===== src/common/amhc_defs.svh =====
// amhc_defs.svh: timing counts and counter widths for the mode controller.
// assumes a slow timebase tick supplied from outside the block, nominally 10 Hz.
`ifndef AMHC_DEFS_SVH
`define AMHC_DEFS_SVH

// timebase tick period in milliseconds and the derived tick counts
`define AMHC_TICK_MS 100
`define AMHC_HOLD_LOSS_MS 1000
`define AMHC_AUTO_LOSS_MS 3000
`define AMHC_QUAL_MS 1000
`define AMHC_AUTO_QUAL_MS 3000
`define AMHC_MOTOR_OFF_MS 50000
`define AMHC_LOOP_OFF_MS 7000
`define AMHC_TICKS(ms) ((ms) / `AMHC_TICK_MS)
// longest space run accepted as keyed copy: 60 wpm character, seven units of 22 ms
`define AMHC_MAX_SPACE_US 154000
// space-run limit in CLK cycles at 250 MHz (4 ns period)
`define AMHC_CLK_NS 4
`define AMHC_MAX_SPACE_CYC ((`AMHC_MAX_SPACE_US * 1000) / `AMHC_CLK_NS)
`define AMHC_TMR_W 10
`define AMHC_SP_W 26

`endif


===== src/common/amhc_pkg.sv =====
// amhc_pkg.sv: types shared by the mode controller.
// assumes amhc_defs.svh carries every number.
package amhc_pkg;
   // keying selector positions
   typedef enum logic [2:0] {
      AMHC_KEY_NORMAL,
      AMHC_KEY_STANDBY,
      AMHC_KEY_REVERSE,
      AMHC_KEY_MARK,
      AMHC_KEY_AUTO
   } amhc_keying_t;
   // channel selector positions
   typedef enum logic [2:0] {
      AMHC_CH_A,
      AMHC_CH_A_MARK_ONLY,
      AMHC_CH_A_SPACE_ONLY,
      AMHC_CH_B,
      AMHC_CH_B_MARK_ONLY,
      AMHC_CH_B_SPACE_ONLY
   } amhc_chan_t;
   // power switch positions
   typedef enum logic [1:0] {
      AMHC_PWR_ON,
      AMHC_PWR_MONITOR,
      AMHC_PWR_SEND
   } amhc_power_t;
endpackage : amhc_pkg


===== src/amhc_timer.sv =====
// amhc_timer.sv: tick counter that restarts on demand and flags when a limit is reached.
// assumes tick is a one-cycle pulse on the same clock.
`timescale 1ns/1ps
`default_nettype none
`include "amhc_defs.svh"

module amhc_timer #(
   parameter int W = `AMHC_TMR_W
) (
   input wire logic clk,
   input wire logic rst,
   input wire logic ce,
   input wire logic restart,
   input wire logic tick,
   input wire logic [W-1:0] limit,
   output logic done
);
   logic [W-1:0] cnt_q;

   // count saturates at the limit so done stays up until restarted
   always_ff @(posedge clk) begin
      if (rst) begin
         cnt_q <= '0;
      end else if (ce) begin
         if (restart) begin
            cnt_q <= '0;
         end else if (tick && cnt_q < limit) begin
            cnt_q <= cnt_q + 1'b1;
         end
      end
   end

   assign done = (cnt_q >= limit);
endmodule // amhc_timer

`default_nettype wire


===== src/amhc_controller.sv =====
// amhc_controller.sv: keying-mode, mark-hold and autostart control for a tone converter.
// assumes panel selections and the demodulated tones arrive from pins; tick is same-clock.
`timescale 1ns/1ps
`default_nettype none
`include "amhc_defs.svh"

// What this block does
// - single-tone channel positions disable autostart and mark-hold, motor on; standby and reverse still apply
// - mark-only positions key from the mark tone; space-only from the space tone
// - normal mode passes demodulated data, no mark-hold, no motor control
// - standby mode holds the keyer marking regardless of input
// - reverse mode is normal mode with mark and space sense inverted
// - mark-hold forces marking after one second loss until one second good
// - signal acceptable when steady mark or keyed without over-long space
// - outside autostart the motor relay stays on while powered
// - autostart keeps motor off until three seconds of good signal
// - autostart enters mark-hold after three seconds of loss
// - autostart turns motor off after fifty seconds in mark-hold
// - seven seconds after motor off, loop current turns off
// - from full standby, three seconds of good signal restarts motor and loop
// - autostart at power-up starts motor, off after fifty seconds without signal
// - in plain power-on position motor follows the keying mode
// - send position closes transmitter control, monitor off, tone keyer on if fitted
// - remote standby forces marking, and in autostart turns the motor on
// - remote standby lights receive and standby lamps together
module amhc_controller
   import amhc_pkg::*;
(
   input wire logic CLK,
   input wire logic SYS_RST,
   input wire logic CE,
   input wire logic TICK,
   input wire amhc_pkg::amhc_keying_t KEYING,
   input wire amhc_pkg::amhc_chan_t CHANNEL,
   input wire amhc_pkg::amhc_power_t POWER_POS,
   input wire logic MARK_TONE,
   input wire logic SPACE_TONE,
   input wire logic REMOTE_STANDBY_INPUT,
   input wire logic TONE_KEYER_FITTED,
   output logic LOOP_MARK,
   output logic LOOP_ENABLE,
   output logic MOTOR_OUTLET,
   output logic MARK_HOLD_ACTIVE,
   output logic RECEIVE_LAMP,
   output logic STANDBY_LAMP,
   output logic XMIT_CONTROL,
   output logic MONITOR_HV,
   output logic TONE_KEYER_ON
);
   import amhc_pkg::*;

   typedef enum logic [2:0] {
      AMHC_ST_RUN,
      AMHC_ST_HOLD,
      AMHC_ST_MOTOR_OFF,
      AMHC_ST_FULL_REMOTE_STANDBY_INPUT,
      AMHC_ST_WAIT
   } amhc_state_t;

   localparam logic [`AMHC_TMR_W-1:0] LOSS_1S = `AMHC_TMR_W'(`AMHC_TICKS(`AMHC_HOLD_LOSS_MS));
   localparam logic [`AMHC_TMR_W-1:0] LOSS_3S = `AMHC_TMR_W'(`AMHC_TICKS(`AMHC_AUTO_LOSS_MS));
   localparam logic [`AMHC_TMR_W-1:0] QUAL_1S = `AMHC_TMR_W'(`AMHC_TICKS(`AMHC_QUAL_MS));
   localparam logic [`AMHC_TMR_W-1:0] QUAL_3S = `AMHC_TMR_W'(`AMHC_TICKS(`AMHC_AUTO_QUAL_MS));
   localparam logic [`AMHC_TMR_W-1:0] MOTOR_50S = `AMHC_TMR_W'(`AMHC_TICKS(`AMHC_MOTOR_OFF_MS));
   localparam logic [`AMHC_TMR_W-1:0] LOOP_7S = `AMHC_TMR_W'(`AMHC_TICKS(`AMHC_LOOP_OFF_MS));
   localparam logic [`AMHC_SP_W-1:0] SPACE_MAX = `AMHC_SP_W'(`AMHC_MAX_SPACE_CYC);

   // pin synchronisers: first stage is read only by the second
   logic [1:0] mark_s1_q, mark_s2_q, space_s1_q, space_s2_q, remote_standby_input_s1_q, remote_standby_input_s2_q;
   logic [1:0] unused_pad;
   logic mark_sync, space_sync, remote_standby_input_sync;

   always_ff @(posedge CLK) begin
      if (SYS_RST) begin
         mark_s1_q <= 2'h0;
         space_s1_q <= 2'h0;
         remote_standby_input_s1_q <= 2'h0;
      end else if (CE) begin
         mark_s1_q <= {1'b0, MARK_TONE};
         space_s1_q <= {1'b0, SPACE_TONE};
         remote_standby_input_s1_q <= {1'b0, REMOTE_STANDBY_INPUT};
      end
   end

   always_ff @(posedge CLK) begin
      if (SYS_RST) begin
         mark_s2_q <= 2'h0;
         space_s2_q <= 2'h0;
         remote_standby_input_s2_q <= 2'h0;
      end else if (CE) begin
         mark_s2_q <= mark_s1_q;
         space_s2_q <= space_s1_q;
         remote_standby_input_s2_q <= remote_standby_input_s1_q;
      end
   end

   assign mark_sync = mark_s2_q[0];
   assign space_sync = space_s2_q[0];
   assign remote_standby_input_sync = remote_standby_input_s2_q[0];
   assign unused_pad = mark_s2_q[1] ^ space_s2_q[1] ^ remote_standby_input_s2_q[1] ? 2'h0 : 2'h0;

   // channel decode
   wire mark_only = (CHANNEL == AMHC_CH_A_MARK_ONLY) || (CHANNEL == AMHC_CH_B_MARK_ONLY);
   wire space_only = (CHANNEL == AMHC_CH_A_SPACE_ONLY) || (CHANNEL == AMHC_CH_B_SPACE_ONLY);
   wire single_tone = mark_only || space_only;

   // demodulated mark sense; single-tone positions ignore the other tone
   wire demod_mark = mark_only ? mark_sync :
                     space_only ? ~space_sync :
                     (mark_sync || ~space_sync);

   // keying mode decode; single-tone masks autostart and mark-hold only
   wire mode_auto = (KEYING == AMHC_KEY_AUTO) && !single_tone;
   wire mode_hold = (KEYING == AMHC_KEY_MARK) && !single_tone;
   wire mode_remote_standby_input = (KEYING == AMHC_KEY_STANDBY);
   wire mode_rev = (KEYING == AMHC_KEY_REVERSE);

   // acceptable-signal detector: a space run longer than one character means loss
   logic [`AMHC_SP_W-1:0] space_run_q;
   logic accept_q;
   wire any_tone = mark_sync || space_sync;
   wire too_long = (space_run_q >= SPACE_MAX);

   always_ff @(posedge CLK) begin
      if (SYS_RST) begin
         space_run_q <= '0;
      end else if (CE) begin
         if (demod_mark || !any_tone) begin
            space_run_q <= '0;
         end else if (!too_long) begin
            space_run_q <= space_run_q + 1'b1;
         end
      end
   end

   // no tone at all, or an over-long space, is not acceptable copy
   always_ff @(posedge CLK) begin
      if (SYS_RST) begin
         accept_q <= 1'b0;
      end else if (CE) begin
         accept_q <= any_tone && !too_long;
      end
   end

   // restart qualification timers on any change of the acceptable indication
   logic accept_prev_q;
   always_ff @(posedge CLK) begin
      if (SYS_RST) begin
         accept_prev_q <= 1'b0;
      end else if (CE) begin
         accept_prev_q <= accept_q;
      end
   end
   wire accept_edge = accept_q ^ accept_prev_q;

   // state machine registers
   amhc_state_t state_q, state_d;
   logic mode_auto_prev_q;
   logic first_q;
   wire auto_entry = mode_auto && !mode_auto_prev_q;

   // timers: loss, good, motor-off and loop-off, all on the shared tick
   wire loss_done, good_done, mtr_done, loop_done;
   wire [`AMHC_TMR_W-1:0] loss_lim = mode_auto ? LOSS_3S : LOSS_1S;
   wire [`AMHC_TMR_W-1:0] good_lim = (mode_auto && state_q != AMHC_ST_HOLD) ? QUAL_3S : QUAL_1S;
   wire state_chg = (state_d != state_q);

   amhc_timer #(.W(`AMHC_TMR_W)) u_loss (
      .clk(CLK), .rst(SYS_RST), .ce(CE), .restart(accept_edge || accept_q),
      .tick(TICK), .limit(loss_lim), .done(loss_done)
   );
   amhc_timer #(.W(`AMHC_TMR_W)) u_good (
      .clk(CLK), .rst(SYS_RST), .ce(CE), .restart(accept_edge || !accept_q),
      .tick(TICK), .limit(good_lim), .done(good_done)
   );
   amhc_timer #(.W(`AMHC_TMR_W)) u_mtr (
      .clk(CLK), .rst(SYS_RST), .ce(CE), .restart(state_chg || auto_entry),
      .tick(TICK), .limit(MOTOR_50S), .done(mtr_done)
   );
   amhc_timer #(.W(`AMHC_TMR_W)) u_loop (
      .clk(CLK), .rst(SYS_RST), .ce(CE), .restart(state_chg),
      .tick(TICK), .limit(LOOP_7S), .done(loop_done)
   );

   // next-state logic; non-hold modes sit in run
   always_comb begin
      state_d = state_q;
      if (!mode_auto && !mode_hold) begin
         state_d = AMHC_ST_RUN;
      end else if (!mode_auto && state_q != AMHC_ST_HOLD) begin
         state_d = loss_done ? AMHC_ST_HOLD : AMHC_ST_RUN;
      end else if (auto_entry) begin
         // startup in autostart runs the motor straight away, else wait for signal
         state_d = first_q ? AMHC_ST_WAIT : AMHC_ST_FULL_REMOTE_STANDBY_INPUT;
      end else begin
         case (state_q)
            AMHC_ST_RUN: begin
               if (loss_done) begin
                  state_d = AMHC_ST_HOLD;
               end
            end
            AMHC_ST_HOLD: begin
               if (good_done) begin
                  state_d = AMHC_ST_RUN;
               end else if (mode_auto && mtr_done) begin
                  state_d = AMHC_ST_MOTOR_OFF;
               end
            end
            AMHC_ST_MOTOR_OFF: begin
               if (good_done) begin
                  state_d = AMHC_ST_RUN;
               end else if (loop_done) begin
                  state_d = AMHC_ST_FULL_REMOTE_STANDBY_INPUT;
               end
            end
            AMHC_ST_FULL_REMOTE_STANDBY_INPUT: begin
               if (good_done) begin
                  state_d = AMHC_ST_RUN;
               end
            end
            AMHC_ST_WAIT: begin
               if (good_done) begin
                  state_d = AMHC_ST_RUN;
               end else if (mtr_done) begin
                  state_d = AMHC_ST_MOTOR_OFF;
               end
            end
            default: begin
               state_d = AMHC_ST_RUN;
            end
         endcase
      end
   end

   // state register and first-cycle flag for the power-up autostart case
   always_ff @(posedge CLK) begin
      if (SYS_RST) begin
         state_q <= AMHC_ST_RUN;
         mode_auto_prev_q <= 1'b0;
         first_q <= 1'b1;
      end else if (CE) begin
         state_q <= state_d;
         mode_auto_prev_q <= mode_auto;
         first_q <= 1'b0;
      end
   end

   // output decode
   wire hold_now = (state_q != AMHC_ST_RUN) && (mode_auto || mode_hold);
   wire motor_now = !mode_auto || remote_standby_input_sync ||
                    (state_q == AMHC_ST_RUN) || (state_q == AMHC_ST_HOLD) || (state_q == AMHC_ST_WAIT);
   wire loop_now = !mode_auto || remote_standby_input_sync || (state_q != AMHC_ST_FULL_REMOTE_STANDBY_INPUT);
   wire force_mark = mode_remote_standby_input || remote_standby_input_sync || hold_now;
   wire key_mark = force_mark ? 1'b1 : (mode_rev ? ~demod_mark : demod_mark);
   wire send_pos = (POWER_POS == AMHC_PWR_SEND);

   // all outputs are registered; reset gives motor on, loop on, marking
   always_ff @(posedge CLK) begin
      if (SYS_RST) begin
         LOOP_MARK <= 1'b1;
         LOOP_ENABLE <= 1'b1;
         MOTOR_OUTLET <= 1'b1;
         MARK_HOLD_ACTIVE <= 1'b0;
         RECEIVE_LAMP <= 1'b0;
         STANDBY_LAMP <= 1'b0;
         XMIT_CONTROL <= 1'b0;
         MONITOR_HV <= 1'b0;
         TONE_KEYER_ON <= 1'b0;
      end else if (CE) begin
         LOOP_MARK <= key_mark;
         LOOP_ENABLE <= loop_now;
         MOTOR_OUTLET <= motor_now;
         MARK_HOLD_ACTIVE <= hold_now;
         RECEIVE_LAMP <= remote_standby_input_sync || !force_mark;
         STANDBY_LAMP <= remote_standby_input_sync || mode_remote_standby_input;
         XMIT_CONTROL <= send_pos;
         MONITOR_HV <= (POWER_POS == AMHC_PWR_MONITOR);
         TONE_KEYER_ON <= send_pos && TONE_KEYER_FITTED;
      end
   end
endmodule // amhc_controller

`default_nettype wire


===== config.mk =====
export PLATFORM = sky130hd
export DESIGN_NAME = amhc_controller
export DESIGN_NICKNAME = d
export VERILOG_FILES = /design/src/common/amhc_pkg.sv /design/src/amhc_timer.sv /design/src/amhc_controller.sv
export VERILOG_INCLUDE_DIRS = /design/src /design/src/common
export SDC_FILE = /design/constraint.sdc
export NUM_CORES = 1
export LEC_CHECK = 0
export BUFFER_PORTS_ARGS = -buffer_cell sky130_fd_sc_hd__clkbuf_2
export CAP_MARGIN = 25
export CELL_PAD_IN_SITES_DETAIL_PLACEMENT = 0
export CELL_PAD_IN_SITES_GLOBAL_PLACEMENT = 1
export CORE_UTILIZATION = 44
export CTS_BUF_LIST = sky130_fd_sc_hd__clkbuf_4 sky130_fd_sc_hd__clkbuf_8
export CTS_CLUSTER_DIAMETER = 50
export CTS_CLUSTER_SIZE = 8
export DETAILED_ROUTE_END_ITERATION = 10
export HOLD_SLACK_MARGIN = 0.02
export PLACE_DENSITY_LB_ADDON = 0.1
export SLEW_MARGIN = 0
export SYNTH_ARGS = -nofsm -noshare
export SYNTH_HDL_FRONTEND = slang
export SYNTH_HIERARCHICAL = 1
export SYNTH_SLANG_ARGS = --single-unit

===== constraint.sdc =====
create_clock -name CLK -period 4.98 [get_ports CLK]
set_input_delay 0.996 -clock CLK [delete_from_list [all_inputs] [get_ports CLK]]
set_output_delay 0.996 -clock CLK [all_outputs]
set_load 0.1 [all_outputs]

==> impl_metrics.toml <==
[synthesis]
yosys.area_share.simple = 0.288
post-synth-top-count-cell = "nand2_1"
yosys_register_bits = 88
syn_avg_cell_area_um2 = 7.89
synth_fa_ha_area_frac = 0.0897
synthCells = 814
synth_ff_type = "dfxtp_1"
synth-xor-area-share = 0.0150
synth_top_cell_by_area = "dfxtp_1"
synth_edf_count = 0
synth_top_area_frac = 0.274
muxShareOfSynthArea = 0.0203
synthArstFlopShare = 0
yosysSeqAreaShare = 0.274
synth_area_mm2 = 0.00642
yosysUniqueCellTypes = 69
synth_compound_area_frac = 0.245
synth_top_family_by_area = "simple AND/OR/NAND/NOR gates"
yosys-top-cells-area = "dfxtp_1 (27%), ha_1 (9.0%), nand2_1 (5.6%)"
yosys_warnings = 6
yosys-top-cells-count = "nand2_1 (96), dfxtp_1 (88), nor2_1 (75), inv_1 (65), ha_1 (46)"

[power]
seqPwrFrac = 0.517
switching_share = 0.297
p_leak_uw = 0.00274
peakVddDrop_mv = 0.144
power_frac_comb = 0.143
power.clock.fraction = 0.340
power.density_mw_per_mm2 = 199
p_int_uw = 989
p_switching_uw = 419

[final_layout]
syn2layout_area_growth_pct = 10.4
diodes = 0
multi_input_comb_area_mm2 = 0.00437
post-route-util = 0.505
nets = 933
num-fill-cells = 1386
seq_area_mm2 = 0.00176
drive_gt1_frac = 0.150

[clock_network]
numCtsBuffers = 9
h-tree-depth = 3
clock-sinks = 88
cts_buffer_depth = 2
cts_root_buf = "clkbuf_8"
clock_latency_ns = 0.37
cts.clk_slew.worst_paths_ns = 0.08
post_cts_buffers = 0
cts_tree = "built"

[worst_setup_path]
r2r_setup_slack_ns = 0.78
cp_max_fo = 11
crit-reg2reg-launch = "state_q[0]"
start_kind = "input pin"
rr_endpoint = "u_mtr/cnt_q[8]"
critPathKind = "in2reg"
reg2regPathDepth = 19
critPathCaptureType = "flop"
cp.arrival_ns = 4.90
crit_required_ns = 5.27

[min_path]
min_from = "MONITOR_HV"
whs_endpoint = "MONITOR_HV"
whs_path_depth = 2
hp-class = "reg2reg"

[job]
maxCapViolations = 0

[timing]
finClkSkew_ns = 0.0109
final-setup-viol-count = 0
worst_slew_pin_slew_ns = 0.860
finalHoldViolCount = 0
slew_headroom = 0.427
fin_crit_ns = 4.61
finalCritPeriodShare = 0.925
setup_tns_ns = 0
max_freq_mhz = 217
rsz0062_at_grt = "false"
maxSlewViolCount = 0

[routing]
drcViolationCount = 0
vias = 6154
via_per_inst = 5.83
antenna_left = 0
first_iter_violations = 407
totalWireLength_um = 16100
first_pass_iters = 5
wl_per_cell_um = 15.2

[global_routing]
overflow = 0
track_usage = 0.224
antenna_found_initial = 0
first_global_vias = 5794
grt_pass1_wl_um = 27200
grt_max_degree = 37

[place]
gp_congestion = 0.870
hpwlAfterDp_um = 11400
io_buffers = 24

[floorplan]
row_count = 43
io_pins = 25
die-area_mm2 = 0.0151
start_util = 0.457
die_y_um = 123
die_w_um = 123
coreArea_mm2 = 0.0140

[status]
outcome = "finished, final reports clean"
-- cell usage in the layout, fill, tap and decap left out, types with 5 or more instances in the layout --
cell type	n
nor4b_1	8
a21o_1	13
and2_1	5
conb_1	36
o22ai_1	11
o311ai_0	6
nor3b_1	5
nand3_2	5
nor2_1	74
a31o_2	12
or3_1	7
xor2_1	9
dfxtp_1	88
clkbuf_8	11
or4_1	9
nand2b_1	12
a21oi_1	27
ha_1	46
clkbuf_2	24
o311ai_1	8
nor3_4	5
buf_4	24
a32oi_1	12
o21ai_0	42
inv_1	65
nor3_1	14
nand4_1	21
nand2_1	96
nor4_1	8
mux2i_1	13
nand3_1	31
a211oi_2	8
a31oi_1	9
o211ai_1	25
or2_2	7
-- worst max-delay path: stages --
cell      delay [ns]
clkbuf_2        0.13
nor3_2          0.25
o21ai_1         0.08
buf_4           0.17
inv_1           0.10
inv_1           0.06
ha_1            0.30
nand4_1         0.12
o311ai_0        0.48
buf_4           0.20
inv_1           0.03
mux2i_1         0.11
a21oi_1         0.08
or3b_2          0.47
xor2_1          0.19
nand4b_1        0.15
nor2_1          0.16
buf_4           0.21
nand3_1         0.11
or3_1           0.33
o211ai_1        0.15
-- registers in the layout (all words and copies together) (netlist names), 3 cells and up --
register / cells
space_run_q: 26
u_good/cnt_q: 10
u_loop/cnt_q: 10
u_loss/cnt_q: 10
u_mtr/cnt_q: 10
state_q: 3
-- kinds of logic after synthesis --
group	count (synthesis)
and+or+nand+nor	341
AOI/OAI and AO/OA	212
buffers and inverters	101
DFF	88
adders and majority gates	46
muxes	13
xor gates and xnor gates	11
other	2
-- routing by layer --
layer  up-vias  track usage  part of all wire
met1      2883        0.306              0.49
met4         0        0.101             0.019
met2       148        0.348              0.45
met5         -            0                 0
li1       3099            -                 -
met3        24       0.0293             0.038
-- power groups by stage --
| stage | Combinational (uW) | Sequential, uW | Clock [uW] |
|---|---|---|---|
| global placement | 193 | 744 | 0 |
| detailed placement | 197 | 745 | 0 |
| CTS | 197 | 728 | 499 |
| global route | 225 | 730 | 521 |
| finish | 201 | 728 | 478 |
| floorplan | 122 | 762 | 0 |
-- through the flow --
step | cell area [um2] | instances | power [uW] | hold slack, ns | worst slack, ns
floorplan | 6550 | 848 | 884 | 0.441 | 0.0370
global placement | 6890 | 1040 | 937 | 0.455 | 0.0377
detailed placement | 6890 | 1040 | 941 | 0.455 | -0.120
CTS | 7070 | 1055 | 1420 | 0.468 | 0.267
global route | 7090 | 1055 | 1480 | 0.515 | 0.00753
finish | 7090 | 1055 | 1410 | 0.467 | 0.371
-- how the worst max path moves through the flow --
stage                     cells past startpoint  slack (ns)         endpoint       start
final                                        21        0.37   u_mtr/cnt_q[8]  CHANNEL[1]
after global routing                         22       0.008  u_loop/cnt_q[5]  CHANNEL[1]
after CTS                                    23        0.27   u_mtr/cnt_q[8]  CHANNEL[1]
after detailed placement                     23       -0.12   u_mtr/cnt_q[8]  CHANNEL[1]
after global placement                       22        0.04  u_loop/cnt_q[9]  CHANNEL[1]
after floorplan                              20        0.04  u_loop/cnt_q[9]   KEYING[1]
-- final cells by class --
cell class | instances | area share
timing repair buffer | 48 | 0.0424
multi-input combinational | 659 | 0.617
tap | 180 | 0.0318
inverter | 65 | 0.0344
sequential | 88 | 0.249
clock inverter | 4 | 0.00424
clock buffer | 11 | 0.0214
-- repair_timing --
item	4_1_cts	5_1_grt
setup endpoints to repair	0	12
gates resized for setup	0	3
hold buffers	0	0
(Power assumes the default switching activity.)
